--- src/snp_pkg.sv ---
// Constants for the serial nonvolatile command and protection front end
`default_nettype none
package snp_pkg;
    localparam logic [7:0]  OP_SET_LATCH   = 8'h06;
    localparam logic [7:0]  OP_CLEAR_LATCH = 8'h04;
    localparam logic [7:0]  OP_STATUS_RD   = 8'h05;
    localparam logic [7:0]  OP_STATUS_WR   = 8'h01;
    localparam logic [7:0]  OP_MEM_RD      = 8'h03;
    localparam logic [7:0]  OP_MEM_WR      = 8'h02;
    localparam int          BIT_PIN_GUARD  = 7;
    localparam int          BIT_GUARD_HI   = 3;
    localparam int          BIT_GUARD_LO   = 2;
    localparam int          BIT_LATCH      = 1;
    localparam logic [14:0] ADDR_QUARTER   = 15'h6000;
    localparam logic [14:0] ADDR_HALF      = 15'h4000;
    localparam logic [14:0] ADDR_LAST      = 15'h7FFF;
    localparam logic [14:0] ADDR_FIRST     = 15'h0000;
    localparam logic [2:0]  BIT_LAST       = 3'h7;
    localparam logic [1:0]  ADDR_BYTES     = 2'h2;
    localparam logic [7:0]  STATUS_RESET   = 8'h00;
    typedef enum logic [2:0] {
        SNP_OPCODE  = 3'b000,
        SNP_ADDR    = 3'b001,
        SNP_DATA    = 3'b011,
        SNP_STATUS  = 3'b010,
        SNP_IGNORE  = 3'b110
    } snp_state_t;
endpackage : snp_pkg
`default_nettype wire

--- src/snp_core.sv ---
// Serial command decode, write latch, status register and block protection
//
// Notes on behaviour
// - Mode 0 or 3, decided at select fall
// - First bit on first rising clock edge
// - Sample on rise, drive output on fall
// - Bytes of eight bits, MSB first
// - First byte is opcode, rest operands
// - Decode latch set and clear, no operands
// - Decode status read and write, one byte
// - Decode memory read and write with address
// - Latch clear after reset
// - Set command sets latch, flag mirrors it
// - Any completed write clears the latch
// - Clear command clears latch
// - Status read shifts out status byte
// - Status bit layout, fixed zero bits
// - Status write leaves latch flag alone
// - Guard pair selects protected range
// - Guard pin refuses status writes if enabled
// - Array write needs latch, unprotected address
// - Fifteen address bits, top bit ignored
// - Address increments, wraps to zero
// - Byte committed at eighth bit, select ends
// - Pause pin suspends while clock low
`default_nettype none
module snp_core
    import snp_pkg::*;
(
    // Clock and reset
    input  wire logic        mclk,
    input  wire logic        rst_n,
    // Serial pins
    input  wire logic        sel_pin_n,
    input  wire logic        sclk_pin,
    input  wire logic        sdi_pin,
    input  wire logic        pause_pin_n,
    input  wire logic        write_guard_pin_n,
    output logic             sdo_out,
    output logic             sdo_oe_n,
    // Memory array side
    output logic             mem_we,
    output logic             mem_re,
    output logic [14:0]      mem_addr,
    output logic [7:0]       mem_wdata,
    input  wire logic [7:0]  mem_rdata,
    // Observed state
    output logic             idle_high_mode
);
    logic [1:0]  sel_sync, clk_sync, dat_sync, pause_sync, guard_sync;
    logic        clk_prev, sel_prev;
    logic        pause_n_q;
    logic [2:0]  bit_cnt;
    logic [7:0]  shift_in;
    logic [7:0]  shift_out;
    logic [1:0]  addr_cnt;
    logic [14:0] addr;
    logic        is_write;
    logic        is_read;
    logic        latch;
    logic        pin_guard_enable, block_guard_hi, block_guard_lo;
    logic        guard_low_at_sel;
    snp_state_t  state;

    // Two flops on every pin before any logic reads it
    always_ff @(posedge mclk or negedge rst_n) begin
        if (!rst_n) begin
            sel_sync   <= 2'h3;
            clk_sync   <= 2'h0;
            dat_sync   <= 2'h0;
            pause_sync <= 2'h3;
            guard_sync <= 2'h3;
        end else begin
            sel_sync   <= {sel_sync[0], sel_pin_n};
            clk_sync   <= {clk_sync[0], sclk_pin};
            dat_sync   <= {dat_sync[0], sdi_pin};
            pause_sync <= {pause_sync[0], pause_pin_n};
            guard_sync <= {guard_sync[0], write_guard_pin_n};
        end
    end

    always_ff @(posedge mclk or negedge rst_n) begin
        if (!rst_n) begin
            clk_prev <= 1'b0;
            sel_prev <= 1'b1;
        end else begin
            clk_prev <= clk_sync[1];
            sel_prev <= sel_sync[1];
        end
    end

    // Pause only changes while the clock is low
    always_ff @(posedge mclk or negedge rst_n) begin
        if (!rst_n) begin
            pause_n_q <= 1'b1;
        end else if (!clk_sync[1]) begin
            pause_n_q <= pause_sync[1];
        end
    end

    logic sel_fall, sel_rise, active, clk_rise, clk_fall;
    assign sel_fall = sel_prev && !sel_sync[1] && pause_n_q;
    assign sel_rise = !sel_prev && sel_sync[1] && pause_n_q;
    assign active   = !sel_sync[1] && !sel_prev;
    assign clk_rise = active && pause_n_q && clk_sync[1] && !clk_prev;
    assign clk_fall = active && pause_n_q && !clk_sync[1] && clk_prev;

    logic [7:0] next_byte;
    logic       byte_done;
    assign next_byte = {shift_in[6:0], dat_sync[1]};
    assign byte_done = clk_rise && (bit_cnt == BIT_LAST);

    logic [7:0] status_byte;
    assign status_byte = {pin_guard_enable, 3'h0, block_guard_hi, block_guard_lo, latch, 1'b0};

    // Mode is the clock level seen as select falls
    always_ff @(posedge mclk or negedge rst_n) begin
        if (!rst_n) begin
            idle_high_mode   <= 1'b0;
            guard_low_at_sel <= 1'b0;
        end else if (sel_fall) begin
            idle_high_mode   <= clk_sync[1];
            guard_low_at_sel <= !guard_sync[1];
        end
    end

    // Bit counter restarts at select, so the first rise is bit 7
    always_ff @(posedge mclk or negedge rst_n) begin
        if (!rst_n) begin
            bit_cnt  <= 3'h0;
            shift_in <= 8'h00;
        end else if (sel_fall) begin
            bit_cnt  <= 3'h0;
            shift_in <= 8'h00;
        end else if (clk_rise) begin
            bit_cnt  <= bit_cnt + 3'h1;
            shift_in <= next_byte;
        end
    end

    logic protected_hit;
    always_comb begin
        unique case ({block_guard_hi, block_guard_lo})
            2'b00: protected_hit = 1'b0;
            2'b01: protected_hit = (addr >= ADDR_QUARTER);
            2'b10: protected_hit = (addr >= ADDR_HALF);
            2'b11: protected_hit = 1'b1;
        endcase
    end

    logic status_wr_ok;
    // Guard sampled at select fall, so mid-command changes wait
    assign status_wr_ok = latch && !(pin_guard_enable && guard_low_at_sel);

    // Command sequencer
    always_ff @(posedge mclk or negedge rst_n) begin
        if (!rst_n) begin
            state    <= SNP_OPCODE;
            addr_cnt <= 2'h0;
            is_write <= 1'b0;
            is_read  <= 1'b0;
        end else if (sel_fall || sel_rise) begin
            state    <= SNP_OPCODE;
            addr_cnt <= 2'h0;
            is_write <= 1'b0;
            is_read  <= 1'b0;
        end else if (byte_done) begin
            unique case (state)
                SNP_OPCODE: begin
                    unique case (next_byte)
                        OP_MEM_RD:      begin state <= SNP_ADDR; is_read <= 1'b1; end
                        OP_MEM_WR:      begin state <= SNP_ADDR; is_write <= 1'b1; end
                        OP_STATUS_RD:   state <= SNP_STATUS;
                        OP_STATUS_WR:   begin state <= SNP_STATUS; is_write <= 1'b1; end
                        default:        state <= SNP_IGNORE;
                    endcase
                end
                SNP_ADDR: begin
                    addr_cnt <= addr_cnt + 2'h1;
                    if (addr_cnt + 2'h1 == ADDR_BYTES) begin
                        state <= SNP_DATA;
                    end
                end
                SNP_DATA:   state <= SNP_DATA;
                SNP_STATUS: state <= SNP_IGNORE;
                SNP_IGNORE: state <= SNP_IGNORE;
                default:    state <= SNP_IGNORE;
            endcase
        end
    end

    // Address capture and advance
    always_ff @(posedge mclk or negedge rst_n) begin
        if (!rst_n) begin
            addr <= ADDR_FIRST;
        end else if (byte_done && state == SNP_ADDR) begin
            addr <= {addr[6:0], next_byte};
        end else if (byte_done && state == SNP_DATA) begin
            addr <= (addr == ADDR_LAST) ? ADDR_FIRST : addr + 15'h0001;
        end
    end

    // Write latch
    always_ff @(posedge mclk or negedge rst_n) begin
        if (!rst_n) begin
            latch <= 1'b0;
        end else if (byte_done && state == SNP_OPCODE && next_byte == OP_SET_LATCH) begin
            latch <= 1'b1;
        end else if (byte_done && state == SNP_OPCODE && next_byte == OP_CLEAR_LATCH) begin
            latch <= 1'b0;
        end else if (sel_rise && is_write && (state == SNP_DATA || state == SNP_IGNORE)) begin
            latch <= 1'b0;
        end
    end

    // Status register; guard pair would sit in nonvolatile cells
    always_ff @(posedge mclk or negedge rst_n) begin
        if (!rst_n) begin
            pin_guard_enable <= STATUS_RESET[BIT_PIN_GUARD];
            block_guard_hi   <= STATUS_RESET[BIT_GUARD_HI];
            block_guard_lo   <= STATUS_RESET[BIT_GUARD_LO];
        end else if (byte_done && state == SNP_STATUS && is_write && status_wr_ok) begin
            pin_guard_enable <= next_byte[BIT_PIN_GUARD];
            block_guard_hi   <= next_byte[BIT_GUARD_HI];
            block_guard_lo   <= next_byte[BIT_GUARD_LO];
        end
    end

    // Array write strobe at the eighth bit of each data byte
    always_ff @(posedge mclk or negedge rst_n) begin
        if (!rst_n) begin
            mem_we    <= 1'b0;
            mem_wdata <= 8'h00;
            mem_addr  <= ADDR_FIRST;
            mem_re    <= 1'b0;
        end else begin
            mem_we    <= byte_done && state == SNP_DATA && is_write && latch && !protected_hit;
            mem_wdata <= next_byte;
            mem_addr  <= addr;
            mem_re    <= is_read && (state == SNP_DATA) && (bit_cnt == 3'h0) && clk_fall;
        end
    end

    // Output shifter; read data loaded on the first fall of each byte
    always_ff @(posedge mclk or negedge rst_n) begin
        if (!rst_n) begin
            shift_out <= 8'h00;
            sdo_out   <= 1'b0;
            sdo_oe_n  <= 1'b1;
        end else if (!active || !pause_n_q) begin
            sdo_oe_n  <= 1'b1;
        end else if (clk_fall) begin
            if (state == SNP_STATUS && !is_write && bit_cnt == 3'h0) begin
                sdo_out   <= status_byte[7];
                shift_out <= {status_byte[6:0], 1'b0};
                sdo_oe_n  <= 1'b0;
            end else if (state == SNP_DATA && is_read && bit_cnt == 3'h0) begin
                sdo_out   <= mem_rdata[7];
                shift_out <= {mem_rdata[6:0], 1'b0};
                sdo_oe_n  <= 1'b0;
            end else if ((state == SNP_DATA && is_read) || (state == SNP_STATUS && !is_write)) begin
                sdo_out   <= shift_out[7];
                shift_out <= {shift_out[6:0], 1'b0};
                sdo_oe_n  <= 1'b0;
            end else begin
                sdo_oe_n  <= 1'b1;
            end
        end
    end

    AST_LATCH_SET: assert property (@(posedge mclk) disable iff (!rst_n)
        (byte_done && state == SNP_OPCODE && next_byte == OP_SET_LATCH) |=> latch)
        else $error("latch not set after set command");
    AST_LATCH_CLR: assert property (@(posedge mclk) disable iff (!rst_n)
        (byte_done && state == SNP_OPCODE && next_byte == OP_CLEAR_LATCH) |=> !latch)
        else $error("latch not cleared after clear command");
    AST_WRITE_CLR: assert property (@(posedge mclk) disable iff (!rst_n)
        (sel_rise && is_write && state == SNP_DATA) |=> !latch)
        else $error("latch survives completed write");
    AST_STATUS_WR_CLR: assert property (@(posedge mclk) disable iff (!rst_n)
        (sel_rise && is_write && state == SNP_IGNORE) |=> !latch)
        else $error("latch survives completed status write");
    AST_ZERO_BITS: assert property (@(posedge mclk) disable iff (!rst_n)
        status_byte[6:4] == 3'h0 && !status_byte[0])
        else $error("fixed status bits not zero");
    AST_NO_WE_LOCKED: assert property (@(posedge mclk) disable iff (!rst_n)
        mem_we |-> $past(latch) && !$past(protected_hit))
        else $error("array write without latch or in protected range");
    AST_WE_FROM_DATA: assert property (@(posedge mclk) disable iff (!rst_n)
        mem_we |-> $past(byte_done) && $past(is_write))
        else $error("array write strobe outside a data byte");

    // Half and quarter checks use the strobe's own address, not the range decoder; the whole array check uses no address
    AST_FULL_GUARD: assert property (@(posedge mclk) disable iff (!rst_n)
        (block_guard_hi && block_guard_lo) |=> !mem_we)
        else $error("whole array guard lets address through");
    AST_HALF_GUARD: assert property (@(posedge mclk) disable iff (!rst_n)
        mem_we |-> !($past(block_guard_hi) && mem_addr >= ADDR_HALF))
        else $error("array write inside guarded upper half");
    AST_QUARTER_GUARD: assert property (@(posedge mclk) disable iff (!rst_n)
        mem_we |-> !($past(block_guard_lo) && mem_addr >= ADDR_QUARTER))
        else $error("array write inside guarded upper quarter");
    AST_GUARD_PIN: assert property (@(posedge mclk) disable iff (!rst_n)
        (byte_done && state == SNP_STATUS && is_write && pin_guard_enable && guard_low_at_sel)
        |=> $stable({pin_guard_enable, block_guard_hi, block_guard_lo}))
        else $error("guarded status write changed bits");
    AST_STATUS_KEEPS_LATCH: assert property (@(posedge mclk) disable iff (!rst_n)
        (byte_done && state == SNP_STATUS && is_write) |=> latch == $past(latch))
        else $error("status write changed latch");
    AST_WRAP: assert property (@(posedge mclk) disable iff (!rst_n)
        (byte_done && state == SNP_DATA && addr == ADDR_LAST) |=> addr == ADDR_FIRST)
        else $error("address did not wrap");
    AST_OPCODE_RESTART: assert property (@(posedge mclk) disable iff (!rst_n)
        sel_fall |=> state == SNP_OPCODE && bit_cnt == 3'h0)
        else $error("select fall did not restart framing");
    AST_MODE_CAPTURE: assert property (@(posedge mclk) disable iff (!rst_n)
        sel_fall |=> idle_high_mode == $past(clk_sync[1]))
        else $error("mode not taken from clock level at select fall");

    // Drive checks look one edge after the fall that loads the shifter; quiet checks look one edge after their trigger
    AST_STATUS_DRIVE: assert property (@(posedge mclk) disable iff (!rst_n)
        (clk_fall && state == SNP_STATUS && !is_write && bit_cnt == 3'h0)
        |=> !sdo_oe_n && sdo_out == $past(status_byte[7]))
        else $error("status read did not drive its first bit");
    AST_READ_LOAD: assert property (@(posedge mclk) disable iff (!rst_n)
        (clk_fall && state == SNP_DATA && is_read && bit_cnt == 3'h0)
        |=> !sdo_oe_n && sdo_out == $past(mem_rdata[7]))
        else $error("memory read did not drive its first bit");
    AST_UNKNOWN_QUIET: assert property (@(posedge mclk) disable iff (!rst_n)
        (clk_fall && state == SNP_IGNORE) |=> sdo_oe_n)
        else $error("output driven after an ignored command");
    AST_PAUSE_QUIET: assert property (@(posedge mclk) disable iff (!rst_n)
        !pause_n_q |=> sdo_oe_n)
        else $error("output driven while paused");
    AST_DESELECT_QUIET: assert property (@(posedge mclk) disable iff (!rst_n)
        !active |=> sdo_oe_n)
        else $error("output driven while deselected");
endmodule : snp_core
`default_nettype wire

--- config.mk ---
export PLATFORM = sky130hd
export DESIGN_NAME = snp_core
export DESIGN_NICKNAME = d
export VERILOG_FILES = /design/src/snp_pkg.sv /design/src/snp_core.sv
export SDC_FILE = /design/constraint.sdc
export NUM_CORES = 1
export LEC_CHECK = 0
export ABC_AREA = 1
export BUFFER_PORTS_ARGS = -buffer_cell sky130_fd_sc_hd__clkbuf_2
export CORE_MARGIN = 1
export CORE_UTILIZATION = 40
export DETAILED_ROUTE_END_ITERATION = 8
export PLACE_DENSITY = 0.63
export SLEW_MARGIN = 20
export SYNTH_ARGS = -nofsm -noshare
export SYNTH_HDL_FRONTEND = slang
export SYNTH_SLANG_ARGS = --single-unit
--- constraint.sdc ---
create_clock -name mclk -period 3.35 [get_ports mclk]
set_input_delay 0.67 -clock mclk [delete_from_list [all_inputs] [get_ports mclk]]
set_output_delay 0.67 -clock mclk [all_outputs]
set_load 0.05 [all_outputs]
# ---- Yosys cells after proc, flatten, opt, wreduce, memory -nomap -nowiden
# Index checks and enable logic that the tools add are counted.
dict set report classes {
  n_addsub 3
  n_lt_le_gt_ge 2
  eq_ne 17
  n_mux 38
  bitwise_logic 1
  reduce_logical 66
}
# operator count
set ops {}
lappend ops {{2-to-1 mux 15 bit} 3}
lappend ops {{logical AND 1 bit} 31}
lappend ops {{>= comparator 15 bit, second input constant} 2}
lappend ops {{equality test 8 x 3 -> 1 bit, second input constant} 3}
lappend ops {{2-to-1 mux 8 bit} 3}
lappend ops {{2-to-1 mux 1 bit} 19}
lappend ops {{equality test 8 x 2 -> 1 bit, second input constant} 2}
lappend ops {{nonzero test 2 bit} 8}
lappend ops {{adder 15 x 1 -> 15 bit, second input constant} 1}
lappend ops {{equality test 15 bit, second input constant} 1}
lappend ops {{2-to-1 mux 3 bit} 5}
lappend ops {{2-to-1 mux 7 bit} 2}
lappend ops {{logical NOT 1 bit} 10}
lappend ops {{one-hot mux 3 bit (3 select lines)} 1}
lappend ops {{AND reduction 3 bit} 3}
lappend ops {{equality test 8 x 1 -> 1 bit, second input constant} 1}
lappend ops {{equality test 2 bit, second input constant} 3}
lappend ops {{equality test 3 x 2 -> 1 bit, second input constant} 2}
lappend ops {{equality test 3 bit, second input constant} 2}
lappend ops {{logical NOT 3 bit} 2}
lappend ops {{2-to-1 mux 2 bit} 3}
lappend ops {{one-hot mux 3 bit (2 select lines)} 1}
lappend ops {{nonzero test 3 bit} 2}
lappend ops {{OR reduction 2 bit} 3}
lappend ops {{10 further kinds} 14}
dict set report word_totals {
  ff_bits 86
  input_bits 15
  out_inout_bits 28
  wordCells 155
}

# ---- Longest topological paths before layout
dict set report depth {
  word_depth 10
  ltp_mapped 10
  depth_no_buf 10
}

# ---- Least setup slack after synthesis
# No wires, ideal clock.
dict set report synth_timing {
  path_type {reg2reg}
  startpoint {reg pause_n_q}
  endpoint {reg addr[6]}
  setup_time_ns 0.124
  arrival_time_ns 1.306
  required_ns 3.226
  path_slack_ns 1.921
  path_stages_with_launch 9
  path_buffers 1
  cell_sequence {dfstp_2 -> nand2_1 -> nor2_4 -> nand2_2 -> inv_1 -> nand2_1 -> buf_2 -> a21oi_1 -> a21oi_1}
}
dict set report synth_between {
  elab_chain_cells 6
  elab_cells_between_ends 8
  classes_between {1 x mux; 7 x reduce/logical}
}
# item line
set synth_rtl {}
lappend synth_rtl {{from (decl)} snp_core.sv:52} ;# logic pause_n_q;
lappend synth_rtl {{from (signal assigned)} snp_core.sv:97} ;# pause_n_q <= pause_sync[1];
lappend synth_rtl {{logical AND 1 bit * (3 in a row)} snp_core.sv:105} ;# assign clk_rise = active && pause_n_q && clk_sync[1] && !clk_prev;
lappend synth_rtl {{logical AND 1 bit *} snp_core.sv:111} ;# assign byte_done = clk_rise && (bit_cnt == BIT_LAST);
lappend synth_rtl {{logical AND 1 bit, on equally long branches} {snp_core.sv:196, snp_core.sv:198}}
lappend synth_rtl {{2-to-1 mux 15 bit / nonzero test 2 bit (equally long branches)} n/a}
lappend synth_rtl {{to (signal assigned)} snp_core.sv:197} ;# addr <= {addr[6:0], next_byte};
lappend synth_rtl {{to (signal assigned)} snp_core.sv:199} ;# addr <= (addr == ADDR_LAST) ? ADDR_FIRST : addr + 15'h0001;
lappend synth_rtl {{to (decl)} snp_core.sv:57} ;# logic [14:0] addr;
# Every way passes the cells marked *; elsewhere a longest branch is shown, timed or not.
# A chain may end at the register's enable or synchronous reset.

# ---- Worst setup path in the final report
dict set report layout_timing {
  startpoint {reg state[1]}
  endpoint {reg shift_out[7]}
}
dict set report layout_between {
  elab_chain_cells 5
  elab_cells_between_ends 11
  classes_between {2 x eq/ne; 2 x mux; 7 x reduce/logical}
}
# item line
set layout_rtl {}
lappend layout_rtl {{from (decl)} snp_core.sv:63} ;# snp_state_t state;
lappend layout_rtl {{from (signal assigned)} snp_core.sv:158} ;# state <= SNP_OPCODE;
lappend layout_rtl {{from (signal assigned)} snp_core.sv:163} ;# state <= SNP_OPCODE;
lappend layout_rtl {{from (signal assigned)} snp_core.sv:171} ;# OP_MEM_RD: begin state <= SNP_ADDR; is_read <= 1'b1; end
lappend layout_rtl {{equality test 3 x 2 -> 1 bit, on equally long branches} {snp_core.sv:257, snp_core.sv:261, snp_core.sv:253}}
lappend layout_rtl {{logical AND 1 bit, on equally long branches} {snp_core.sv:257, snp_core.sv:261, snp_core.sv:253}}
lappend layout_rtl {{logical AND 1 bit, or another cell as far along} snp_core.sv:257} ;# end else if (state == SNP_DATA && is_read && bit_cnt == 3'h0) begin
lappend layout_rtl {{nonzero test 3 bit (no source line) / 2-to-1 mux 8 bit (equally long branches)} n/a}
lappend layout_rtl {{AND reduction 3 bit (no source line) / 2-to-1 mux 8 bit (equally long branches)} n/a}
lappend layout_rtl {{to (signal assigned)} snp_core.sv:255} ;# shift_out <= {status_byte[6:0], 1'b0};
lappend layout_rtl {{to (signal assigned)} snp_core.sv:259} ;# shift_out <= {mem_rdata[6:0], 1'b0};
lappend layout_rtl {{to (signal assigned)} snp_core.sv:263} ;# shift_out <= {shift_out[6:0], 1'b0};
lappend layout_rtl {{to (decl)} snp_core.sv:55} ;# logic [7:0] shift_out;
# Parallel ways exist; a longest one is shown, timed or not.

==> metrics.md <==
| Metric | Value |
|---|---|
| Outcome | `completed` |
| Sequence of cells on the critical path | `inv_2 > nor3_2 > nand2_1 > a21oi_4 > nand2_2 > inv_2 > nand2_1 > o21ai_1` |
| Slew Limit Fails | `0` |
| Dpl hpwl | `5.35 mm` |
| Core Area | `0.00920 sq mm` |
| Slew @ Worst Pin | `739 ps` |
| Post-CTS sizing | `0` |
| Final min period | `1940 ps` |
| Num CTS Buffers | `9` |
| Hold Buf Count CTS | `0` |
| R2R cell count | `8` |
| Internal power | `0.00136 W` |
| FILL cells | `878` |
| Die W | `99 microns` |
| CP endpoint kind | `register` |
| Worst Path Arrival | `2220 ps` |
| Seq. cell area | `0.00214 sq mm` |
| Syn Inst Count | `427` |
| HP Class | `in -> async` |
| Iter 0 DRT Violations | `131` |
| Switching part of the total | `26.3%` |
| Lkg Pwr | `2.15 nW` |
| Cell Area, Synth | `0.00376 sq mm` |
| Maximum VDD drop | `214 uV` |
| Power Total | `0.00184 W` |
| Max cap viols | `0` |
| Routed vias | `2,902` |
| Worst path max stage delay | `590 ps` |
| Crit-path slowest cell | `dfrtp_1` |
| Setup TNS | `0 ps` |
| Logic pwr share | `5.0%` |
| Synth-to-Final Area Change | `13.2%` |
| Leading cell type in the layout, fill and taps excluded | `nand2_1` |
| Startpoint Class | `register` |
| Cell Rows | `35` |
| Antenna violations before repair | `0` |
| Post-CTS Setup Bufs | `0` |
| Max Clk Rate | `515 MHz` |
| CTS tree | `built` |
| Share of layout cells above drive strength 1 | `17.3%` |
| Clock share of power | `37.3%` |
| Drc violations | `0` |
| Die Ht | `99 microns` |
| Seq cells post-synth | `85` |
| Worst R2R Start | `state[1]` |
| Total I/O pin count | `43` |
| Final setup vio count | `0` |
| IO Port Bufs | `42` |
| First-pass GRT wire length | `12.9 mm` |
| Fin crit share | `57.9%` |
| Critical Path RT | `3630 ps` |
| Wire per inst | `12.8 microns` |
| CTS Sinks | `85` |
| Hold Vio Cnt, Final | `0` |
| Antenna Cells | `0` |
| RSZ-0062 raised after global routing | `false` |
| Seq/Total Area, Yosys | `56.8%` |
| Kind of critical path | `reg -> reg` |
| Critical Path Fanout Max | `14` |
| Multi-input logic area | `0.00136 sq mm` |
| NetSw | `0.000484 W` |
| Clk_lat worst skew | `360 ps` |
| Nets | `495` |
| Reg2reg end | `shift_out[7]` |
| Tot GR Track Use | `16.9%` |
| Largest net degree at the start of global routing | `86` |
| Slew margin rel. | `50.8%` |
| Router iterations before antenna repair | `4` |
| R2R Setup Slk | `1410 ps` |
| GPL Wtd Cong | `0.849` |
| Clk buf depth | `2` |
| Power share of the sequential group | `57.7%` |
| H-tree levels | `3` |
| Net Count, Synth | `448` |
| Syn. warnings | `0` |
| Post-route ant nets | `0` |
| CTS clk-pin slew, worst paths | `90 ps` |
| Pwr/cell area | `432 mW/mm^2` |
| Clock skew | `14.7 ps` |
| Final wirelength | `7.56 mm` |
| Grt ovf | `0` |
| Die ar. | `0.00980 sq mm` |
| Initial Util | `40.9%` |
| Unique masters post-synth | `31` |
| DR vias/cell | `4.92` |
| Vias in the first global route | `2,730` |
| Most frequent cells in the layout | `nand2_1 (81), dfrtp_1 (76), nor2_1 (71)` |
| Root Driver | `clkbuf_8` |
| Syn Area/Cell | `8.81 sq um` |
how the worst max path moves through the flow:
stage | from | end | slack (ps) | depth (start not counted)
floorplan | pause_n_q | addr[6] | 1920 | 8
global placement | state[1] | shift_out[7] | 1420 | 8
detailed placement | state[1] | shift_out[7] | 1390 | 8
CTS | state[1] | sdo_out | 1380 | 8
global route | state[1] | shift_out[7] | 1180 | 8
finish | state[1] | shift_out[7] | 1410 | 8
synth_stat cells:
cell type | number | area, sq um
a21oi_1 | 25 | 125
a21oi_4 | 1 | 16.3
buf_2 | 3 | 15.0
buf_4 | 1 | 7.51
buf_6 | 2 | 22.5
dfrtp_1 | 76 | 1900
dfstp_2 | 9 | 236
ha_1 | 6 | 75.1
inv_1 | 56 | 210
inv_2 | 2 | 7.51
nand2_1 | 81 | 304
nand2_2 | 3 | 18.8
nand2_4 | 1 | 11.3
nand3_1 | 20 | 100
nand3_2 | 1 | 10.0
nand3b_1 | 1 | 7.51
nand4_1 | 8 | 50.1
nor2_1 | 71 | 267
nor2_2 | 1 | 6.26
nor2_4 | 3 | 33.8
nor3_1 | 5 | 25.0
nor3_2 | 1 | 10.0
nor4_1 | 1 | 6.26
o211ai_1 | 1 | 7.51
o21ai_0 | 22 | 110
o21ai_1 | 5 | 25.0
o21ai_2 | 2 | 17.5
o21bai_1 | 2 | 15.0
o22ai_1 | 10 | 62.6
or2_2 | 1 | 6.26
xor2_1 | 6 | 52.6
critical path: cells and delay by family (launching register included):
family	cells	cell delay [ps]
flops	1	590
simple gates	4	570
compound gates	2	420
buf+inv	2	280
state kept, by name, indices dropped and copies added, names as in the netlist, 3 cells and up:
name / cells
addr: 15
shift_out: 7
bit_cnt: 3
shift_in: 7
mem_addr: 15
mem_wdata: 8
state: 3
cells by family (layout without fill, tap and decap cells):
kind of cell,Yosys count,in the layout,synth area share [%]
buf+inv,64,116,6.98
fa+ha+maj,6,6,1.99
flops,85,85,56.8
simple gates,198,198,22.7
xor+xnor,6,6,1.40
compound gates,68,68,10.1
metal layers:
metal  up-vias  track usage (%)  share of wire (%)
met5         -                0                  0
met4         0             7.35                1.9
met3        11             3.55                3.6
met2        56             26.4                 45
met1      1370             23.0                 49
li1       1465                -                  -
per-stage QoR:
stage / utilization, % / hold slack [ps] / instance area (sq um) / cells / worst slack [ps]
6_report: 46.3 / 350 / 4260 / 590 / 1410
5_1_grt: 46.3 / 346 / 4260 / 590 / 1180
4_1_cts: 46.3 / 360 / 4260 / 590 / 1380
3_5_place_dp: 44.3 / 337 / 4070 / 574 / 1390
3_3_place_gp: 44.3 / 333 / 4070 / 574 / 1420
2_1_floorplan: - / 331 / 3760 / 427 / 1920
final cells by class:
type / instances / share of cell area (%)
sequential: 85 / 50.2
tap: 111 / 3.26
inverter: 58 / 5.11
timing repair buffer: 42 / 5.08
clock buffer: 9 / 2.91
clock inverter: 7 / 1.47
multi-input combinational: 278 / 32.0
power groups by stage:
| stage | combinational (W) | sequential (W) | clock [W] |
|---|---|---|---|
| after floorplan | 0.0000329 | 0.00110 | 0 |
| after global placement | 0.0000922 | 0.00108 | 0 |
| after detailed placement | 0.0000936 | 0.00108 | 0 |
| after CTS | 0.0000938 | 0.00106 | 0.000710 |
| after global routing | 0.000105 | 0.00107 | 0.000754 |
| final | 0.0000921 | 0.00106 | 0.000688 |
(Power assumes the default switching activity.)
